## src/hdl/pss_pkg.sv

```systemverilog
package pss_pkg;
	// ****************************************
	// register map
	// ****************************************
	localparam int ADDR_W = 4;
	localparam logic [3:0] STEER_CTRL_OFFS = 4'h0;
	localparam logic [3:0] UNIT_CFG_OFFS = 4'h4;
	localparam logic [3:0] STATUS_OFFS = 4'h8;
	localparam logic [15:0] STEER_CTRL_RESET = 16'h0001;
	localparam logic [15:0] STEER_CTRL_MASK = 16'h00df;
	localparam logic [15:0] UNIT_CFG_MASK = 16'h003f;
	// ****************************************
	// field positions
	// ****************************************
	localparam int STEER_A_POS = 0;
	localparam int STEER_D_POS = 3;
	localparam int SYNC_POS = 4;
	localparam int CMPL_LO_POS = 6;
	localparam int CMPL_HI_POS = 7;
	localparam int POL_LO_POS = 0;
	localparam int POL_HI_POS = 1;
	localparam int MODE_HI_LO_POS = 2;
	localparam int MODE_HI_HI_POS = 3;
	localparam int PM_LO_POS = 4;
	localparam int PM_HI_POS = 5;
	localparam logic [1:0] MODE_UPPER_PWM = 2'h3;
	localparam logic [1:0] PM_SINGLE = 2'h0;
	localparam logic [1:0] CMPL_NONE = 2'h0;
	localparam logic [1:0] CMPL_B = 2'h1;
	localparam logic [1:0] CMPL_C = 2'h2;
	localparam logic [1:0] CMPL_D = 2'h3;
	// ****************************************
	// timing
	// ****************************************
	localparam int CLK_NS = 10;
	localparam int TCY_NS = 20;
	localparam int TCY_CYCLES = (TCY_NS + CLK_NS - 1) / CLK_NS;
	localparam int TCY_CNT_W = 4;
endpackage

```

## src/hdl/pss_steer.sv

```systemverilog
// Overview of operation
// - code 01/10/11 pairs A with B/C/D
// - sync set: apply at period start
// - enable A: pin A carries polarised PWM
// - enable B, code 00: pin B carries polarised PWM
// - with code 00, enables C, D drive own pins likewise
// - steering only with mode 11, config 00
//
// Decided for this implementation: the address map and the plain strobed port.
`timescale 1ns/1ps
`default_nettype none
module pss_steer
	import pss_pkg::*;
#(
	parameter int DATA_W = 16
) (
	input wire logic i_mclk,
	input wire logic i_sys_rst,
	input wire logic [ADDR_W-1:0] i_addr,
	input wire logic [DATA_W-1:0] i_wdata,
	input wire logic i_wr,
	input wire logic i_rd,
	output logic [DATA_W-1:0] o_rdata,
	input wire logic i_pwm_raw,
	input wire logic i_period_start,
	input wire logic [3:0] i_port_out,
	input wire logic [3:0] i_port_oe,
	output logic o_pwm_out_a,
	output logic o_pwm_out_b,
	output logic o_pwm_out_c,
	output logic o_pwm_out_d,
	output logic [3:0] o_pin_oe
);
	// ****************************************
	// timing references
	// ****************************************
	logic tcy_tick;
	logic period_start_s;
	logic period_start_d_r;
	logic period_edge;
	pss_tcy_tick u_tick (
		.i_mclk(i_mclk),
		.i_sys_rst(i_sys_rst),
		.o_tick(tcy_tick)
	);
	// period start may come from a timer on another clock; resync it
	pss_sync2 u_psync (
		.i_mclk(i_mclk),
		.i_sys_rst(i_sys_rst),
		.i_d(i_period_start),
		.o_q(period_start_s)
	);
	always_ff @(posedge i_mclk or posedge i_sys_rst) begin
		if (i_sys_rst) begin
			period_start_d_r <= 1'b0;
		end else begin
			period_start_d_r <= period_start_s;
		end
	end
	assign period_edge = period_start_s & ~period_start_d_r;
	// ****************************************
	// registers
	// ****************************************
	logic [7:0] ctrl_r;
	logic [7:0] ctrl_nxt;
	logic [5:0] cfg_r;
	logic [5:0] cfg_nxt;
	logic [3:0] act_en_r;
	logic [3:0] act_en_nxt;
	logic [1:0] act_cmpl_r;
	logic [1:0] act_cmpl_nxt;
	logic [DATA_W-1:0] rdata_r;
	logic [DATA_W-1:0] rdata_nxt;
	logic [3:0] pin_r;
	logic [3:0] pin_nxt;
	logic [3:0] oe_r;
	logic [3:0] oe_nxt;
	logic apply;
	logic steer_on;
	logic pwm_pol;
	logic [3:0] drive;
	logic [3:0] level;

	function automatic logic [3:0] cmpl_pins(input logic [1:0] code);
		case (code)
			CMPL_B: cmpl_pins = 4'h3;
			CMPL_C: cmpl_pins = 4'h5;
			CMPL_D: cmpl_pins = 4'h9;
			default: cmpl_pins = 4'h0;
		endcase
	endfunction

	// update point chosen by the sync bit
	assign apply = ctrl_r[SYNC_POS] ? period_edge : tcy_tick;

	always_comb begin
		ctrl_nxt = ctrl_r;
		cfg_nxt = cfg_r;
		act_en_nxt = act_en_r;
		act_cmpl_nxt = act_cmpl_r;
		rdata_nxt = '0;
		if (i_wr && i_addr == STEER_CTRL_OFFS) begin
			ctrl_nxt = i_wdata[7:0] & STEER_CTRL_MASK[7:0];
		end
		if (i_wr && i_addr == UNIT_CFG_OFFS) begin
			cfg_nxt = i_wdata[5:0];
		end
		if (apply) begin
			act_en_nxt = ctrl_r[STEER_D_POS:STEER_A_POS];
			act_cmpl_nxt = ctrl_r[CMPL_HI_POS:CMPL_LO_POS];
		end
		if (i_rd) begin
			case (i_addr)
				STEER_CTRL_OFFS: rdata_nxt = DATA_W'(ctrl_r);
				UNIT_CFG_OFFS: rdata_nxt = DATA_W'(cfg_r);
				STATUS_OFFS: rdata_nxt = DATA_W'({steer_on, act_cmpl_r,
					act_en_r});
				default: rdata_nxt = '0;
			endcase
		end
	end

	// ****************************************
	// output steering
	// ****************************************
	assign steer_on = (cfg_r[MODE_HI_HI_POS:MODE_HI_LO_POS] == MODE_UPPER_PWM)
		&& (cfg_r[PM_HI_POS:PM_LO_POS] == PM_SINGLE);
	// polarity bit 0 inverts the active-high level
	assign pwm_pol = i_pwm_raw ^ cfg_r[POL_LO_POS];

	always_comb begin
		drive = '0;
		level = '0;
		if (steer_on) begin
			if (act_cmpl_r == CMPL_NONE) begin
				drive = act_en_r;
				level = {4{pwm_pol}};
			end else begin
				// pair: A takes polarity bit 0, partner is the complement with the second polarity bit
				drive = cmpl_pins(act_cmpl_r);
				level = {{3{~(i_pwm_raw ^ cfg_r[POL_HI_POS])}} & drive[3:1],
					pwm_pol};
			end
		end
		for (int i = 0; i < 4; i++) begin
			pin_nxt[i] = drive[i] ? level[i] : i_port_out[i];
			oe_nxt[i] = drive[i] ? 1'b1 : i_port_oe[i];
		end
	end

	always_ff @(posedge i_mclk or posedge i_sys_rst) begin
		if (i_sys_rst) begin
			ctrl_r <= STEER_CTRL_RESET[7:0];
			cfg_r <= '0;
			act_en_r <= STEER_CTRL_RESET[3:0];
			act_cmpl_r <= '0;
			rdata_r <= '0;
			pin_r <= '0;
			oe_r <= '0;
		end else begin
			ctrl_r <= ctrl_nxt;
			cfg_r <= cfg_nxt;
			act_en_r <= act_en_nxt;
			act_cmpl_r <= act_cmpl_nxt;
			rdata_r <= rdata_nxt;
			pin_r <= pin_nxt;
			oe_r <= oe_nxt;
		end
	end

	assign o_rdata = rdata_r;
	assign o_pwm_out_a = pin_r[0];
	assign o_pwm_out_b = pin_r[1];
	assign o_pwm_out_c = pin_r[2];
	assign o_pwm_out_d = pin_r[3];
	assign o_pin_oe = oe_r;

	// ****************************************
	// assertions
	// ****************************************
	property p_off_port;
		@(posedge i_mclk) disable iff (i_sys_rst)
		// sampled reset keeps the release edge, where pins still hold 0, out
		!i_sys_rst && !steer_on |=> o_pwm_out_b == $past(i_port_out[1]);
	endproperty
	a_off_port: assert property (p_off_port)
		else $error("port pin not restored");
	property p_a_pwm;
		@(posedge i_mclk) disable iff (i_sys_rst)
		steer_on && act_en_r[0] && act_cmpl_r == CMPL_NONE
		|=> o_pwm_out_a == $past(pwm_pol) && o_pin_oe[0];
	endproperty
	a_a_pwm: assert property (p_a_pwm)
		else $error("pin a not steered");
	property p_b_off;
		@(posedge i_mclk) disable iff (i_sys_rst)
		steer_on && !act_en_r[1] && act_cmpl_r == CMPL_NONE
		|=> o_pwm_out_b == $past(i_port_out[1]);
	endproperty
	a_b_off: assert property (p_b_off)
		else $error("pin b not port");
	property p_d_pwm;
		@(posedge i_mclk) disable iff (i_sys_rst)
		steer_on && act_en_r[3] && act_cmpl_r == CMPL_NONE
		|=> o_pin_oe[3] && o_pwm_out_d == $past(pwm_pol);
	endproperty
	a_d_pwm: assert property (p_d_pwm)
		else $error("pin d not steered");
	property p_pair_c;
		@(posedge i_mclk) disable iff (i_sys_rst)
		steer_on && act_cmpl_r == CMPL_C
		|=> o_pin_oe[2] && o_pwm_out_b == $past(i_port_out[1]);
	endproperty
	a_pair_c: assert property (p_pair_c)
		else $error("pair c wrong");
	property p_sync_hold;
		@(posedge i_mclk) disable iff (i_sys_rst)
		ctrl_r[SYNC_POS] && !period_edge |=> $stable(act_en_r);
	endproperty
	a_sync_hold: assert property (p_sync_hold)
		else $error("update outside period start");
	property p_tcy_apply;
		@(posedge i_mclk) disable iff (i_sys_rst)
		!ctrl_r[SYNC_POS] && tcy_tick |=> act_en_r == $past(ctrl_r[3:0]);
	endproperty
	a_tcy_apply: assert property (p_tcy_apply)
		else $error("update missed on boundary");
	property p_rsvd;
		@(posedge i_mclk) disable iff (i_sys_rst)
		i_rd && i_addr == STEER_CTRL_OFFS |=> o_rdata[15:8] == 8'h00
			&& o_rdata[5] == 1'b0;
	endproperty
	a_rsvd: assert property (p_rsvd)
		else $error("reserved bits nonzero");
	property p_pair_a;
		@(posedge i_mclk) disable iff (i_sys_rst)
		steer_on && act_cmpl_r != CMPL_NONE
		|=> o_pin_oe[0] && o_pwm_out_a == $past(pwm_pol);
	endproperty
	a_pair_a: assert property (p_pair_a)
		else $error("pair pin a wrong");
	property p_pair_b;
		@(posedge i_mclk) disable iff (i_sys_rst)
		steer_on && act_cmpl_r == CMPL_B
		|=> o_pin_oe[1]
			&& o_pwm_out_b == ~$past(i_pwm_raw ^ cfg_r[POL_HI_POS]);
	endproperty
	a_pair_b: assert property (p_pair_b)
		else $error("pair b wrong");
	property p_pair_d;
		@(posedge i_mclk) disable iff (i_sys_rst)
		steer_on && act_cmpl_r == CMPL_D
		|=> o_pin_oe[3]
			&& o_pwm_out_d == ~$past(i_pwm_raw ^ cfg_r[POL_HI_POS])
			&& o_pwm_out_c == $past(i_port_out[2]);
	endproperty
	a_pair_d: assert property (p_pair_d)
		else $error("pair d wrong");
	property p_b_pwm;
		@(posedge i_mclk) disable iff (i_sys_rst)
		steer_on && act_en_r[1] && act_cmpl_r == CMPL_NONE
		|=> o_pin_oe[1] && o_pwm_out_b == $past(pwm_pol);
	endproperty
	a_b_pwm: assert property (p_b_pwm)
		else $error("pin b not steered");
	property p_c_pwm;
		@(posedge i_mclk) disable iff (i_sys_rst)
		steer_on && act_en_r[2] && act_cmpl_r == CMPL_NONE
		|=> o_pin_oe[2] && o_pwm_out_c == $past(pwm_pol);
	endproperty
	a_c_pwm: assert property (p_c_pwm)
		else $error("pin c not steered");
	property p_a_off;
		@(posedge i_mclk) disable iff (i_sys_rst)
		steer_on && !act_en_r[0] && act_cmpl_r == CMPL_NONE
		|=> o_pwm_out_a == $past(i_port_out[0])
			&& o_pin_oe[0] == $past(i_port_oe[0]);
	endproperty
	a_a_off: assert property (p_a_off)
		else $error("pin a not port");
	property p_d_off;
		@(posedge i_mclk) disable iff (i_sys_rst)
		steer_on && !act_en_r[3] && act_cmpl_r == CMPL_NONE
		|=> o_pwm_out_d == $past(i_port_out[3])
			&& o_pin_oe[3] == $past(i_port_oe[3]);
	endproperty
	a_d_off: assert property (p_d_off)
		else $error("pin d not port");
	property p_off_oe;
		@(posedge i_mclk) disable iff (i_sys_rst)
		!i_sys_rst && !steer_on |=> o_pin_oe == $past(i_port_oe);
	endproperty
	a_off_oe: assert property (p_off_oe)
		else $error("port drive not restored");
	property p_sync_apply;
		@(posedge i_mclk) disable iff (i_sys_rst)
		ctrl_r[SYNC_POS] && period_edge
		|=> act_en_r == $past(ctrl_r[STEER_D_POS:STEER_A_POS]);
	endproperty
	a_sync_apply: assert property (p_sync_apply)
		else $error("update missed at period start");
	property p_tcy_hold;
		@(posedge i_mclk) disable iff (i_sys_rst)
		!ctrl_r[SYNC_POS] && !tcy_tick |=> $stable(act_en_r);
	endproperty
	a_tcy_hold: assert property (p_tcy_hold)
		else $error("update between boundaries");
	c_pair_b: cover property (@(posedge i_mclk) steer_on
		&& act_cmpl_r == CMPL_B);
	c_all_on: cover property (@(posedge i_mclk) steer_on
		&& act_en_r == 4'hf);
	c_sync: cover property (@(posedge i_mclk) ctrl_r[SYNC_POS]
		&& period_edge);
	c_pair_d: cover property (@(posedge i_mclk) steer_on
		&& act_cmpl_r == CMPL_D);
	c_port_back: cover property (@(posedge i_mclk) !steer_on
		&& act_en_r != 4'h0);
endmodule
`default_nettype wire

```

## src/hdl/pss_sync2.sv

```systemverilog
`timescale 1ns/1ps
`default_nettype none
module pss_sync2 (
	input wire logic i_mclk,
	input wire logic i_sys_rst,
	input wire logic i_d,
	output logic o_q
);
	logic s1_r;
	logic s2_r;
	always_ff @(posedge i_mclk or posedge i_sys_rst) begin
		if (i_sys_rst) begin
			s1_r <= 1'b0;
			s2_r <= 1'b0;
		end else begin
			s1_r <= i_d;
			s2_r <= s1_r;
		end
	end
	assign o_q = s2_r;
endmodule
`default_nettype wire

```

## src/hdl/pss_tcy_tick.sv

```systemverilog
`timescale 1ns/1ps
`default_nettype none
module pss_tcy_tick
	import pss_pkg::*;
(
	input wire logic i_mclk,
	input wire logic i_sys_rst,
	output logic o_tick
);
	// instruction-cycle boundary, one pulse per cycle period
	localparam logic [TCY_CNT_W-1:0] LAST = TCY_CNT_W'(TCY_CYCLES - 1);
	logic [TCY_CNT_W-1:0] cnt_r;
	logic [TCY_CNT_W-1:0] cnt_nxt;
	always_comb begin
		cnt_nxt = (cnt_r == LAST) ? '0 : cnt_r + 1'b1;
	end
	always_ff @(posedge i_mclk or posedge i_sys_rst) begin
		if (i_sys_rst) begin
			cnt_r <= '0;
		end else begin
			cnt_r <= cnt_nxt;
		end
	end
	assign o_tick = (cnt_r == LAST);
endmodule
`default_nettype wire

```

## config.mk

```make
export PLATFORM = sky130hd
export DESIGN_NAME = pss_steer
export DESIGN_NICKNAME = d
export VERILOG_FILES = /design/src/hdl/pss_pkg.sv /design/src/hdl/pss_steer.sv /design/src/hdl/pss_sync2.sv /design/src/hdl/pss_tcy_tick.sv
export SDC_FILE = /design/constraint.sdc
export NUM_CORES = 1
export LEC_CHECK = 0
export BUFFER_PORTS_ARGS = -buffer_cell sky130_fd_sc_hd__buf_2
export CORE_MARGIN = 2
export CORE_UTILIZATION = 50
export CTS_CLUSTER_DIAMETER = 150
export DETAILED_ROUTE_END_ITERATION = 6
export PLACE_DENSITY_LB_ADDON = 0.08
export SYNTH_ARGS = -nofsm -noshare
export SYNTH_HDL_FRONTEND = slang
export SYNTH_HIERARCHICAL = 1
export SYNTH_SLANG_ARGS = --single-unit
```

## constraint.sdc

```tcl
create_clock -name i_mclk -period 1.6 [get_ports i_mclk]
set_input_delay 0.08 -clock i_mclk [delete_from_list [all_inputs] [get_ports i_mclk]]
set_output_delay 0.08 -clock i_mclk [all_outputs]
set_load 0.02 [all_outputs]
```

==> results.md <==
### Routing
* 89 — number of DRC markers after the initial detailed-route iteration
* 3610 um — Final Routed Wirelength
* 0 — DRC viols
* 0 — Post-DRT Antenna Nets
* 1249 — Via Count
* 14.7 um — post-DR wirelength/cell
* 5.08 — per-cell via count in the routed design
* 4 — iteration count of the initial detailed-routing pass

### Logic synthesis
* 6 — number of warning messages in the yosys log
* 40 x sky130_fd_sc_hd__dfrtp_1, 22 x sky130_fd_sc_hd__mux2_2, 13 x sky130_fd_sc_hd__nor2_1, 10 x sky130_fd_sc_hd__buf_4, 7 x sky130_fd_sc_hd__nand2_1 — most instantiated cells after synthesis
* sky130_fd_sc_hd__dfrtp_1 — cell taking the most area after synthesis
* 100% — share of synthesized registers carrying an async set or reset
* 0 — count of flip-flops with a built-in enable after synthesis
* sky130_fd_sc_hd__dfrtp_1 — top_reg_cell synth
* 1860 um^2 — synthesized cell area
* 42 — flops & latches, synth
* 56.7% — sequential element share of the synthesized area
* sky130_fd_sc_hd__dfrtp_1 — most used standard cell by instance count after synthesis
* 12.6 um^2 — Mapped Avg Cell Area
* 31 — Unique masters post-synth
* 147 — cell count after synthesis
* 53.8% — fraction of post-synthesis cell area in the top cell type by area
* sky130_fd_sc_hd__dfrtp_1 54%, sky130_fd_sc_hd__mux2_2 13%, sky130_fd_sc_hd__buf_4 4.0% — top area cells in the synthesized netlist

### Flow run
* 0 — max-capacitance violation count

### Clock network
* sky130_fd_sc_hd__clkbuf_8 — root cell of the clock tree
* 2 — buffer depth of the longest clock path
* 2 — number of levels in the clock H-tree
* 42 — clock sinks
* 300 ps — clock network latency to the later pin of the worst-skew pair
* 5 — CTS Buf Count
* 0 — Post-CTS Setup Inserts
* 80 ps — clock transition at the registers of the reported paths
* built — TritonCTS clock tree

### Die
* 58 — IO Pins
* 4220 um^2 — die area
* 22 — num rows
* 65.0 um — Die Wd
* 65.0 um — Die H
* 51.6% — starting utilization of the core area
* 3610 um^2 — core outline area

### STA
* 0 — total count of max-transition violations in the final report
* 0 — number of setup violations in the final report
* 0 ps — Setup TNS
* 10.0 ps — worst setup skew after layout
* 1520 ps — minimum clock period after layout
* 660 MHz — max frequency
* false — RSZ-0062 raised after global routing
* 0 — final hold violations
* 94.7% — ratio of final minimum period to clock period

### Worst setup path
* 1700 ps — worst endpoint data arrival time
* 1790 ps — Data required, critical path
* 3 — logic depth of the worst register-to-register path
* flip-flop — Worst Setup End Kind
* reg2reg — critical path start-end classification
* 5 — maximum fanout along the worst path
* flip-flop — element type at the critical path start

### Place
* 0.731 — global placer's final weighted congestion
* 41 — Port Buffer Count
* 2560 um — estimated wirelength of the detail-placed design

### Power and ir drop
* 1350 nW/um^2 — total power divided by cell area
* 3.07 mW — overall power of the completed layout
* 0.000808 V — worst IR drop on VDD
* 1.11 nW — static leakage

### GRT
* 37 — largest net degree at the start of global routing
* 19.0% — all-layer global routing usage
* 0 — GRT overflow
* 1270 — vias in the first global route
* 5900 um — first-pass GRT wire length
* 0 — number of antenna violations at the first check in global routing

### Layout
* 0 — antenna fix cells
* 43.9% — fraction of final layout cells sized beyond drive strength 1
* 22.5% — area added between synthesis and finish
* 231 — number of nets in the layout
* 63.2% — final design utilization

### Hold path
* in2reg — type of the most critical hold path
* 2 — cell count of the worst hold path

### Status
* completed — run status

-- timing repair --
action / 4_1_cts / 5_1_grt
endpoints found under the setup margin: 0 / 1
hold buffers: 6 / 0
endpoints found under the hold margin: 45 / 0
gates resized for setup: 0 / 2
-- final timing paths --
| kind | endpoint | slack (ps) | startpoint |
|---|---|---|---|
| max | pin_r[1] | 80 | cfg_r[4] |
| min | ctrl_r[7] | 10 | i_wdata[7] |
| max reg2reg | pin_r[1] | 80 | cfg_r[4] |
| min reg2reg | u_psync/o_q | 360 | u_psync/s1_r |
| max in group asynchronous | ctrl_r[0] | 820 | i_sys_rst |
| min in group asynchronous | u_psync/s1_r | 180 | i_sys_rst |
-- per-stage QoR --
stage / worst slack, ps / hold slack [ps] / cell area (um^2) / instances
2_1_floorplan: 233 / -179 / 1890 / 154
3_3_place_gp: 86.1 / -50.0 / 2070 / 232
3_5_place_dp: 39.8 / -48.5 / 2070 / 232
4_1_cts: 26.6 / 0.498 / 2270 / 246
5_1_grt: 13.5 / 4.35 / 2280 / 246
6_report: 84.7 / 13.0 / 2280 / 246
-- state kept, by name, indices dropped and copies added, names as in the netlist --
name / flops
o_rdata: 8
ctrl_r: 7
cfg_r: 6
act_en_r: 4
o_pin_oe: 4
pin_r: 4
u_tick/cnt_r: 4
act_cmpl_r: 2
period_start_d_r: 1
u_psync/o_q: 1
u_psync/s1_r: 1
-- power by group --
| group | switching (mW) | internal (mW) | total [mW] | leakage (nW) |
|---|---|---|---|---|
| sequential | 0.167 | 1.25 | 1.42 | 0.519 |
| clock | 0.362 | 0.665 | 1.03 | 0.0714 |
| combinational | 0.303 | 0.328 | 0.631 | 0.520 |
| total | 0.832 | 2.24 | 3.07 | 1.11 |
-- routing by layer --
| metal | vias to the layer above | global-route usage (%) | wire, um |
|---|---|---|---|
| met5 | - | 0 | 0 |
| met2 | 34 | 32.3 | 1900 |
| li1 | 588 | - | - |
| met3 | 8 | 4.17 | 172 |
| met4 | 0 | 10.4 | 72 |
| met1 | 619 | 22.3 | 1470 |
-- critical path, cell delays in order (launching register included) --
cell and delay [ps]:
sky130_fd_sc_hd__dfrtp_1 400, sky130_fd_sc_hd__nand4bb_1 380, sky130_fd_sc_hd__nor3_2 270, sky130_fd_sc_hd__mux2_2 360
-- cells by family after synthesis --
group	after synthesis	synth area share (%)
AO/OA/AOI/OAI	16	7.20
XOR/XNOR	4	1.88
buffers and inverters	20	7.00
flip-flops	42	56.7
multiplexers	27	16.0
other	1	0.202
AND/OR/NAND/NOR	37	11.0
-- cells in the final DEF (no fill, tap or decap), types with 5 or more instances in the layout --
cell,instances
sky130_fd_sc_hd__a2bb2oi_1,6
sky130_fd_sc_hd__buf_2,41
sky130_fd_sc_hd__clkbuf_8,6
sky130_fd_sc_hd__conb_1,8
sky130_fd_sc_hd__dfrtp_1,40
sky130_fd_sc_hd__dlygate4sd3_1,6
sky130_fd_sc_hd__inv_1,6
sky130_fd_sc_hd__mux2_2,22
sky130_fd_sc_hd__mux2i_1,5
sky130_fd_sc_hd__nand2_1,7
sky130_fd_sc_hd__nor2_1,13
-- cell type report --
cell class              instances  area [um^2]
multi-input cells              92          712
repair buffers                 50          288
clock inverters                 2         60.1
clock buffers                   6         82.6
inverters                       6         22.5
well taps                      48         60.1
flip-flops and latches         42         1050
fillers                       313         1330
No activity file was read; power rests on OpenSTA's default activity.
